[config.mk]
export PLATFORM = sky130hd
export DESIGN_NAME = mcq_top
export DESIGN_NICKNAME = d
export VERILOG_FILES = /design/src/mcq_pkg.sv /design/src/mcq_axis.sv /design/src/mcq_top.sv
export SDC_FILE = /design/constraint.sdc
export NUM_CORES = 2
export LEC_CHECK = 0
export ABC_AREA = 1
export BUFFER_PORTS_ARGS = -buffer_cell sky130_fd_sc_hd__buf_2
export CAP_MARGIN = 25
export CORE_MARGIN = 2
export CORE_UTILIZATION = 60
export CTS_BUF_LIST = sky130_fd_sc_hd__clkbuf_16
export CTS_CLUSTER_DIAMETER = 200
export CTS_CLUSTER_SIZE = 28
export DETAILED_ROUTE_END_ITERATION = 7
export PLACE_DENSITY = 0.81
export SYNTH_ARGS = -nofsm -noshare
export SYNTH_HDL_FRONTEND = slang
export SYNTH_SLANG_ARGS = --single-unit
[constraint.sdc]
create_clock -name core_clk -period 5.13 [get_ports core_clk]
set_clock_uncertainty 0.05 [all_clocks]
set_input_delay 0.2565 -clock core_clk [delete_from_list [all_inputs] [get_ports core_clk]]
set_output_delay 0.2565 -clock core_clk [all_outputs]
set_load 0.03 [all_outputs]
[src/mcq_pkg.sv]
`default_nettype none
package mcq_pkg;

    // Register byte offsets
    localparam int          ADDR_W        = 8;
    localparam int          DATA_W        = 32;
    localparam logic [7:0]  REG_CFG       = 8'h00;
    localparam logic [7:0]  REG_SEL       = 8'h04;
    localparam logic [7:0]  REG_DONE      = 8'h08;
    localparam logic [7:0]  REG_IRQ_STAT  = 8'h0C;
    localparam logic [7:0]  REG_IRQ_MASK  = 8'h10;
    localparam logic [7:0]  REG_DBAND     = 8'h14;

    // Field positions and widths
    localparam int          AXIS_ID_W     = 4;
    localparam int          CFG_AXIS_LSB  = 0;
    localparam int          CFG_CRIT_LSB  = 8;
    localparam int          CRIT_W        = 5;
    localparam int          CFG_DELAY_LSB = 16;
    localparam int          CFG_PULSE_LSB = 24;
    localparam int          MS_W          = 8;
    localparam int          DBAND_LSB     = 16;
    localparam int          DBAND_W       = 16;
    localparam int          POS_W         = 32;
    localparam int          STAT_W        = 16;

    // Criteria bit indices
    localparam int          CRIT_PROFILE  = 0;
    localparam int          CRIT_MOTOR    = 1;
    localparam int          CRIT_STOP     = 2;
    localparam int          CRIT_DELAY    = 3;
    localparam int          CRIT_INPOS    = 4;

    // Reset values
    localparam logic [CRIT_W-1:0]  CRIT_FORCED = 5'h01;
    localparam logic [MS_W-1:0]    DELAY_RST   = 8'h00;
    localparam logic [MS_W-1:0]    PULSE_RST   = 8'h00;
    localparam logic [DBAND_W-1:0] DBAND_RST   = 16'h0000;

    localparam logic [AXIS_ID_W-1:0] MIN_AXIS_ID = 4'h1;
    localparam logic [AXIS_ID_W-1:0] TOP_AXIS_ID = 4'hF;
    localparam logic [1:0]  RESP_OKAY     = 2'h0;
    localparam logic [1:0]  RESP_SLVERR   = 2'h2;
    localparam logic [3:0]  WSTRB_ALL     = 4'hF;

    // Millisecond timebase
    localparam int          CLK_PERIOD_NS = 4;
    localparam int          MS_PERIOD_NS  = 1000000;
    localparam int          CYC_PER_MS    = MS_PERIOD_NS / CLK_PERIOD_NS;

    typedef struct packed {
        logic [CRIT_W-1:0]  crit;
        logic [MS_W-1:0]    delay_ms;
        logic [MS_W-1:0]    pulse_ms;
        logic [DBAND_W-1:0] deadband;
    } mcq_cfg_type;

    localparam mcq_cfg_type CFG_RST = '{crit: CRIT_FORCED,
        delay_ms: DELAY_RST, pulse_ms: PULSE_RST, deadband: DBAND_RST};

    typedef struct packed {
        logic               profile_done;
        logic               motor_off;
        logic               run_stopped;
        logic               move_start;
        logic [POS_W-1:0]   act_pos;
        logic [POS_W-1:0]   tgt_pos;
    } mcq_axis_in_type;

endpackage
`default_nettype wire

[src/mcq_axis.sv]
`default_nettype none
module mcq_axis
    import mcq_pkg::*;
(
    input  wire logic            core_clk,
    input  wire logic            resetn,
    input  wire logic            ms_tick,
    input  wire mcq_cfg_type     cfg,
    input  wire mcq_axis_in_type ain,
    output logic                 done_q
);

    logic [POS_W:0] diff;
    logic [POS_W:0] mag;
    logic           in_pos;
    logic           base;
    logic           qual;
    logic           met;
    logic           clr;
    logic [MS_W:0]  dly_lim;
    logic [MS_W:0]  dly_cnt_q;
    logic [MS_W:0]  pulse_cnt_q;
    logic           start_pend_q;

    assign diff = {ain.act_pos[POS_W-1], ain.act_pos}
                - {ain.tgt_pos[POS_W-1], ain.tgt_pos};
    assign mag = diff[POS_W] ? -diff : diff;
    // Strictly inside the band
    assign in_pos = mag < {{(POS_W + 1 - DBAND_W){1'b0}}, cfg.deadband};

    assign base = ain.profile_done
                | (cfg.crit[CRIT_MOTOR] & ain.motor_off);
    assign qual = base
                & (~cfg.crit[CRIT_STOP] | ain.run_stopped)
                & (~cfg.crit[CRIT_INPOS] | in_pos);
    // One extra tick so a wait is never shorter than programmed
    assign dly_lim = {1'b0, cfg.delay_ms} + {{MS_W{1'b0}}, 1'b1};
    assign met = qual & (~cfg.crit[CRIT_DELAY] | (cfg.delay_ms == '0)
               | (dly_cnt_q >= dly_lim));
    assign clr = done_q & (pulse_cnt_q == '0)
               & (ain.move_start | start_pend_q);

    always_ff @(posedge core_clk or negedge resetn)
    begin
        if (!resetn)
            dly_cnt_q <= '0;
        else if (!qual || !cfg.crit[CRIT_DELAY])
            dly_cnt_q <= '0;
        else if (ms_tick && dly_cnt_q < dly_lim)
            dly_cnt_q <= dly_cnt_q + {{MS_W{1'b0}}, 1'b1};
    end

    always_ff @(posedge core_clk or negedge resetn)
    begin
        if (!resetn)
            done_q <= 1'b0;
        else if (clr)
            done_q <= 1'b0;
        else if (met)
            done_q <= 1'b1;
    end

    always_ff @(posedge core_clk or negedge resetn)
    begin
        if (!resetn)
            pulse_cnt_q <= '0;
        else if (met && !done_q)
            pulse_cnt_q <= (cfg.pulse_ms == '0) ? '0
                : {1'b0, cfg.pulse_ms} + {{MS_W{1'b0}}, 1'b1};
        else if (ms_tick && pulse_cnt_q != '0)
            pulse_cnt_q <= pulse_cnt_q - {{MS_W{1'b0}}, 1'b1};
    end

    // A restart inside the pulse is remembered, not dropped
    always_ff @(posedge core_clk or negedge resetn)
    begin
        if (!resetn)
            start_pend_q <= 1'b0;
        else if (clr || !done_q)
            start_pend_q <= 1'b0;
        else if (ain.move_start && pulse_cnt_q != '0)
            start_pend_q <= 1'b1;
    end
endmodule
`default_nettype wire

[src/mcq_top.sv]
// How it works
// - Configuration names an axis 1 to 15; absent axes drop it.
// - A write to an absent axis changes nothing and answers without fault.
// - An axis meeting its criteria sets its own bit of move_done_status_reg.
// - Each axis keeps a five-bit map: profile, motor, stop, delay, in-pos.
// - The base condition is profile done OR (if enabled) motor off.
// - The profile-done criterion always reads one and is met at profile end.
// - With motor-off enabled any motor shutdown (kill, trip) meets the base.
// - Stop, delay and in-position criteria, when enabled, AND with the base.
// - With stop enabled the axis must also be logically stopped.
// - With delay enabled the settling delay follows all other criteria.
// - The settling delay is 0 to 255 ms and resets to 0.
// - With in-position on, |error| must be strictly below the deadband.
// - Completion holds for the minimum pulse even if the axis restarts.
// - The minimum pulse time is 0 to 255 ms and resets to 0.
`default_nettype none
module mcq_top
    import mcq_pkg::*;
#(
    parameter int          NUM_AXES  = 8,
    parameter int unsigned MS_CYCLES = CYC_PER_MS
)
(
    input  wire logic                           core_clk,
    input  wire logic                           resetn,
    input  wire logic [ADDR_W-1:0]              s_axi_awaddr,
    input  wire logic                           s_axi_awvalid,
    output logic                                s_axi_awready,
    input  wire logic [DATA_W-1:0]              s_axi_wdata,
    input  wire logic [3:0]                     s_axi_wstrb,
    input  wire logic                           s_axi_wvalid,
    output logic                                s_axi_wready,
    output logic [1:0]                          s_axi_bresp,
    output logic                                s_axi_bvalid,
    input  wire logic                           s_axi_bready,
    input  wire logic [ADDR_W-1:0]              s_axi_araddr,
    input  wire logic                           s_axi_arvalid,
    output logic                                s_axi_arready,
    output logic [DATA_W-1:0]                   s_axi_rdata,
    output logic [1:0]                          s_axi_rresp,
    output logic                                s_axi_rvalid,
    input  wire logic                           s_axi_rready,
    input  wire mcq_axis_in_type [NUM_AXES:1]   axis_in,
    output logic [NUM_AXES:1]                   move_done,
    output logic                                irq
);

    localparam int TW = $clog2(MS_CYCLES + 1);

    function automatic logic axis_ok(input logic [AXIS_ID_W-1:0] id);
        return (id >= MIN_AXIS_ID) && (id <= TOP_AXIS_ID)
            && (int'(id) <= NUM_AXES);
    endfunction

    function automatic logic addr_known(input logic [ADDR_W-1:0] a);
        logic ok;
        if (a == REG_CFG)
            ok = 1'b1;
        else if (a == REG_SEL)
            ok = 1'b1;
        else if (a == REG_DONE)
            ok = 1'b1;
        else if (a == REG_IRQ_STAT)
            ok = 1'b1;
        else if (a == REG_IRQ_MASK)
            ok = 1'b1;
        else if (a == REG_DBAND)
            ok = 1'b1;
        else
            ok = 1'b0;
        return ok;
    endfunction

    logic [TW-1:0]          tick_cnt_q;
    logic                   ms_tick;
    logic                   aw_have_q;
    logic [ADDR_W-1:0]      awaddr_q;
    logic                   w_have_q;
    logic [DATA_W-1:0]      wdata_q;
    logic [3:0]             wstrb_q;
    logic                   do_write;
    logic                   wr_full;
    logic [AXIS_ID_W-1:0]   wr_id;
    logic                   cfg_wr;
    logic                   dband_wr;
    logic                   ar_take;
    logic [AXIS_ID_W-1:0]   sel_q;
    logic [STAT_W-1:0]      mask_q;
    logic [STAT_W-1:0]      irq_stat_q;
    logic [STAT_W-1:0]      done_vec;
    logic [STAT_W-1:0]      done_prev_q;
    logic [DATA_W-1:0]      rdata_d;
    logic [NUM_AXES:1]      cfg_we;
    logic [NUM_AXES:1]      dband_we;
    mcq_cfg_type            cfg_all [NUM_AXES:1];
    mcq_cfg_type            cfg_sel;

    // Shared millisecond timebase for every axis
    always_ff @(posedge core_clk or negedge resetn)
    begin
        if (!resetn)
            tick_cnt_q <= '0;
        else if (ms_tick)
            tick_cnt_q <= '0;
        else
            tick_cnt_q <= tick_cnt_q + {{(TW - 1){1'b0}}, 1'b1};
    end
    assign ms_tick = (tick_cnt_q == TW'(MS_CYCLES - 1));

    // Write address and data are accepted in either order
    assign s_axi_awready = !aw_have_q;
    assign s_axi_wready  = !w_have_q;
    assign do_write      = aw_have_q && w_have_q && !s_axi_bvalid;

    always_ff @(posedge core_clk or negedge resetn)
    begin
        if (!resetn)
        begin
            aw_have_q <= 1'b0;
            awaddr_q  <= '0;
        end
        else if (s_axi_awvalid && s_axi_awready)
        begin
            aw_have_q <= 1'b1;
            awaddr_q  <= s_axi_awaddr;
        end
        else if (do_write)
            aw_have_q <= 1'b0;
    end

    always_ff @(posedge core_clk or negedge resetn)
    begin
        if (!resetn)
        begin
            w_have_q <= 1'b0;
            wdata_q  <= '0;
            wstrb_q  <= '0;
        end
        else if (s_axi_wvalid && s_axi_wready)
        begin
            w_have_q <= 1'b1;
            wdata_q  <= s_axi_wdata;
            wstrb_q  <= s_axi_wstrb;
        end
        else if (do_write)
            w_have_q <= 1'b0;
    end

    always_ff @(posedge core_clk or negedge resetn)
    begin
        if (!resetn)
        begin
            s_axi_bvalid <= 1'b0;
            s_axi_bresp  <= RESP_OKAY;
        end
        else if (do_write)
        begin
            s_axi_bvalid <= 1'b1;
            // Absent axis is not a fault
            s_axi_bresp  <= addr_known(awaddr_q) ? RESP_OKAY
                                                 : RESP_SLVERR;
        end
        else if (s_axi_bready)
            s_axi_bvalid <= 1'b0;
    end

    // Commit registers take whole words only, so a torn id cannot land
    assign wr_full  = (wstrb_q == WSTRB_ALL);
    assign wr_id    = wdata_q[CFG_AXIS_LSB +: AXIS_ID_W];
    assign cfg_wr   = do_write && wr_full && (awaddr_q == REG_CFG)
                   && axis_ok(wr_id);
    assign dband_wr = do_write && wr_full && (awaddr_q == REG_DBAND)
                   && axis_ok(wr_id);

    genvar gi;
    generate
        for (gi = 1; gi <= NUM_AXES; gi++)
        begin : g_axis
            mcq_cfg_type cfg_q;

            assign cfg_we[gi]   = cfg_wr && (int'(wr_id) == gi);
            assign dband_we[gi] = dband_wr && (int'(wr_id) == gi);

            always_ff @(posedge core_clk or negedge resetn)
            begin
                if (!resetn)
                    cfg_q <= CFG_RST;
                else if (cfg_we[gi])
                begin
                    cfg_q.crit     <= wdata_q[CFG_CRIT_LSB +: CRIT_W]
                                    | CRIT_FORCED;
                    cfg_q.delay_ms <= wdata_q[CFG_DELAY_LSB +: MS_W];
                    cfg_q.pulse_ms <= wdata_q[CFG_PULSE_LSB +: MS_W];
                end
                else if (dband_we[gi])
                    cfg_q.deadband <= wdata_q[DBAND_LSB +: DBAND_W];
            end
            assign cfg_all[gi] = cfg_q;

            mcq_axis u_axis (
                .core_clk (core_clk),
                .resetn   (resetn),
                .ms_tick  (ms_tick),
                .cfg      (cfg_q),
                .ain      (axis_in[gi]),
                .done_q   (move_done[gi])
            );
        end
    endgenerate

    always_comb
    begin
        done_vec = '0;
        for (int i = 1; i <= NUM_AXES; i++)
            done_vec[i] = move_done[i];
    end

    always_ff @(posedge core_clk or negedge resetn)
    begin
        if (!resetn)
            sel_q <= '0;
        else if (do_write && awaddr_q == REG_SEL && wstrb_q[0])
            sel_q <= wdata_q[AXIS_ID_W-1:0];
    end

    always_ff @(posedge core_clk or negedge resetn)
    begin
        if (!resetn)
            mask_q <= '0;
        else if (do_write && awaddr_q == REG_IRQ_MASK)
        begin
            if (wstrb_q[0])
                mask_q[7:0] <= wdata_q[7:0];
            if (wstrb_q[1])
                mask_q[15:8] <= wdata_q[15:8];
        end
    end

    // Completion edges latch; read clears, a new edge wins over the clear
    assign ar_take = s_axi_arvalid && s_axi_arready;
    always_ff @(posedge core_clk or negedge resetn)
    begin
        if (!resetn)
        begin
            done_prev_q <= '0;
            irq_stat_q  <= '0;
        end
        else
        begin
            done_prev_q <= done_vec;
            irq_stat_q  <= (irq_stat_q
                & ~{STAT_W{ar_take && s_axi_araddr == REG_IRQ_STAT}})
                | (done_vec & ~done_prev_q);
        end
    end
    assign irq = |(irq_stat_q & mask_q);

    always_comb
    begin
        cfg_sel = CFG_RST;
        for (int i = 1; i <= NUM_AXES; i++)
            if (int'(sel_q) == i)
                cfg_sel = cfg_all[i];
    end

    always_comb
    begin
        rdata_d = '0;
        if (s_axi_araddr == REG_CFG)
        begin
            if (axis_ok(sel_q))
            begin
                rdata_d[CFG_AXIS_LSB +: AXIS_ID_W] = sel_q;
                rdata_d[CFG_CRIT_LSB +: CRIT_W] =
                    cfg_sel.crit | CRIT_FORCED;
                rdata_d[CFG_DELAY_LSB +: MS_W] = cfg_sel.delay_ms;
                rdata_d[CFG_PULSE_LSB +: MS_W] = cfg_sel.pulse_ms;
            end
        end
        else if (s_axi_araddr == REG_SEL)
            rdata_d[AXIS_ID_W-1:0] = sel_q;
        else if (s_axi_araddr == REG_DONE)
            rdata_d[STAT_W-1:0] = done_vec;
        else if (s_axi_araddr == REG_IRQ_STAT)
            rdata_d[STAT_W-1:0] = irq_stat_q;
        else if (s_axi_araddr == REG_IRQ_MASK)
            rdata_d[STAT_W-1:0] = mask_q;
        else if (s_axi_araddr == REG_DBAND)
        begin
            if (axis_ok(sel_q))
            begin
                rdata_d[CFG_AXIS_LSB +: AXIS_ID_W] = sel_q;
                rdata_d[DBAND_LSB +: DBAND_W] = cfg_sel.deadband;
            end
        end
    end

    assign s_axi_arready = !s_axi_rvalid;
    always_ff @(posedge core_clk or negedge resetn)
    begin
        if (!resetn)
        begin
            s_axi_rvalid <= 1'b0;
            s_axi_rdata  <= '0;
            s_axi_rresp  <= RESP_OKAY;
        end
        else if (ar_take)
        begin
            s_axi_rvalid <= 1'b1;
            s_axi_rdata  <= rdata_d;
            s_axi_rresp  <= addr_known(s_axi_araddr) ? RESP_OKAY
                                                     : RESP_SLVERR;
        end
        else if (s_axi_rready)
            s_axi_rvalid <= 1'b0;
    end
endmodule
`default_nettype wire

==> metrics.yaml <==
routing:
  wire_per_inst_um: 17.63
  final_antenna_net_count: 0
  vias_per_cell: 5.598
  drtPass1Iterations: 8
  drt_iter0_markers: 7329
  wl_um: 229000
  vias: 72728
  route.detailed.drc: 0
timing:
  relSlewSlack_pct: 24.20
  hold_viol: 0
  timing.final.ws_setup_ns: 0.5726
  fin_crit_sh_pct: 88.84
  min_period_ns: 4.557
  setup_violations: 0
  fmax_mhz: 219.4
  rsz0062_at_grt: "no"
  worst_slew_pin_slew_ns: 1.122
  slew_violations: 0
die:
  start_util_pct: 60.67
  ioPinCount: 653
  dieArea_um2: 111400
  die_h_um: 333.7
  dieWidth_um: 333.7
  core_um2: 107500
  row_count: 120
critical_path:
  arrival_ns: 5.06
  cp-start-kind: "input pin"
  end_kind: "flop"
  critPathMaxFanout: 12
  cpMostUsedCell: "nand2_1"
  required_ns: 5.63
  critPathSlowestCell: "fa_1"
  path_class: "input pin to flop"
  cpPeakStageDelay_ns: 0.41
place:
  gp_congestion: 1.070
  place_ws_ns: -0.0008429
  place_hpwl_um: 188500
  port_buffers: 650
  place_inst: 12896
grt:
  grt_use_total_pct: 39.87
  grt_pass1_vias: 67903
  grt_max_degree: 137
  grt_pass1_wl_um: 356200
  overflow: 0
  antenna_found_initial: 15
yosys:
  synth_cell_types: 69
  synth_edf_count: 0
  yosysSeqAreaShare_pct: 22.71
  ys_async_sr_fraction_pct: 100.0
  ys_ff_latch: 592
  synth_area_um2: 65230
  yosys_warnings: 0
  ys.flop_type: "dfrtp_1"
  yosysTopAreaCellShare_pct: 22.71
  yosysTopAreaCell: "dfrtp_1"
  synthCells: 10923
  synthTopCellsByArea: "dfrtp_1, nand2_1, inv_1, ha_1, nor2_1"
  syn_area_per_cell_um2: 5.971
cells_and_area:
  layout_common_cells: "nand2_1, inv_1, nor2_1"
  drive_above_1_share_pct: 9.449
  fin_cells: 12992
  final_common_cell: "nand2_1"
  fin_nets: 12692
  areaGrowthSynthToFinish_pct: 9.593
worst_hold_path:
  hp-class: "input pin to flop"
pwr:
  power_leakage_nw: 39.89
  ir_worst_vdd_mv: 0.3203
  total_power_w: 0.01785
  p_per_area_nw_per_um2: 249.7
clock_network:
  cts_buffer_depth: 3
  cts_made_buffers: 25
  cts_sinks: 592
  cts_tree: "built"
  clk_pin_slew_ns: 0.11
  h-tree-depth: 1
  cts-root-buf: "clkbuf_16"
  clk_latency_ns: 0.65
status:
  status: "finished, final reports clean"
flow_run:
  cap_violations: 0
-- worst max-delay path, delay by kind of cell --
kind	cells	cell delay, ns
buf+inv	5	0.51
xor+xnor	1	0.20
simple gates	27	2.59
fa+ha+maj	3	0.92
compound gates	5	0.57
-- area by class of cell --
cell class | instances | area, um2
multi-input cells | 8036 | 41590
fillers | 10049 | 36020
flip-flops and latches | 592 | 14810
inverters | 2121 | 7968
repair buffers | 800 | 4648
well taps | 1403 | 1755
clock buffers | 25 | 625.6
clock inverters | 4 | 52.55
diodes | 11 | 27.53
-- path summary, 6_finish.rpt --
check / start / endpoint / slack [ns] / depth (start not counted)
worst max-delay path: axis_in[476] / g_axis[8].u_axis.pulse_cnt_q[6]$_DFFE_PN0P_ / 0.57 / 41
min in group asynchronous: resetn / g_axis[6].u_axis.dly_cnt_q[2]$_DFFE_PN0P_ / 0.11 / 2
worst min-delay path: s_axi_wdata[3] / wdata_q[3]$_DFFE_PN0P_ / 0.03 / 3
max in group asynchronous: resetn / awaddr_q[6]$_DFFE_PN0P_ / 3.62 / 3
worst max register to register: sel_q[2]$_DFFE_PN0P_ / s_axi_rdata[20]$_DFFE_PN0P_ / 0.87 / 11
worst min register to register: done_prev_q[1]$_DFF_PN0_ / irq_stat_q[1]$_DFF_PN0_ / 0.37 / 1
-- Yosys cell counts, types with 18 or more instances --
cell type  instances
nor3_2            44
nand2_1         3500
o22ai_1           22
nor4_1            44
o41ai_1           18
nor2_2            37
ha_1             505
inv_1           2078
o221ai_1          32
xor2_1           185
o211ai_1          25
buf_4             18
o21ai_1           23
nand4_1          189
nand2_2           97
o21bai_1          28
nand3b_1          62
a21oi_1          397
nor3_1           148
o21ai_0          568
nand3_2           26
xnor2_1           80
nand3_1          729
a211oi_1          23
a31oi_1           27
dfrtp_1          592
clkbuf_1         122
nor2_1          1043
inv_2             35
-- sequential cells by signal, summed over array words and instances (netlist names) --
register / count
aw_have_q: 1
awaddr_q: 8
cfg_all: 288
done_prev_q: 8
g_axis.u_axis.dly_cnt_q: 72
g_axis.u_axis.done_q: 8
g_axis.u_axis.pulse_cnt_q: 72
g_axis.u_axis.start_pend_q: 8
irq_stat_q: 16
mask_q: 16
s_axi_bresp: 1
s_axi_bvalid: 1
s_axi_rdata: 32
s_axi_rresp: 1
s_axi_rvalid: 1
sel_q: 4
tick_cnt_q: 18
w_have_q: 1
wdata_q: 32
wstrb_q: 4
-- metrics by stage --
stage               hold slack, ns  util, %    TNS [ns]  cell area, um2
global route               0.05421    66.48           0           71460
CTS                        0.02325    66.41           0           71390
floorplan                 -0.08909        -           0           65230
finish                     0.02891    66.49           0           71480
detailed placement          0.2362    65.28  -0.0008429           70180
global placement            0.2351    65.23           0           70120
-- metal layers --
metal / vias up / track usage [%] / part of all wire, %
li1: 35651 / - / -
met1: 33140 / 50.62 / 40
met2: 3297 / 64.86 / 44
met3: 628 / 7.955 / 9.9
met4: 12 / 19.47 / 5.7
met5: - / 0 / 0.037
-- kinds of logic (layout without fill, tap and decap cells) --
kind of cell,after synthesis,in the layout,synth area share [%]
simple gates,5987,5987,39.06
buf+inv,2296,2950,13.54
compound gates,1244,1244,10.78
flops,592,592,22.71
fa+ha+maj,513,513,9.933
xor+xnor,266,266,3.583
mux,24,24,0.3990
other cells,1,13,0.005749
-- where the power goes --
part | total (W) | leakage [nW] | switching (W) | internal [W]
Clock | 0.00250 | 0.335 | 0.00160 | 0.000904
Sequential | 0.00582 | 7.77 | 0.000553 | 0.00526
Combinational | 0.00953 | 31.8 | 0.00640 | 0.00313
Total | 0.0178 | 39.9 | 0.00855 | 0.00930
-- what timing repair did --
item | 4_1_cts | 5_1_grt
resized for setup | 0 | 1
hold endpoints to repair | 125 | 0
setup endpoints to repair | 0 | 4
hold buffers | 53 | 0
buffers inserted | 0 | 0
No activity file was read; power rests on OpenSTA's default activity.
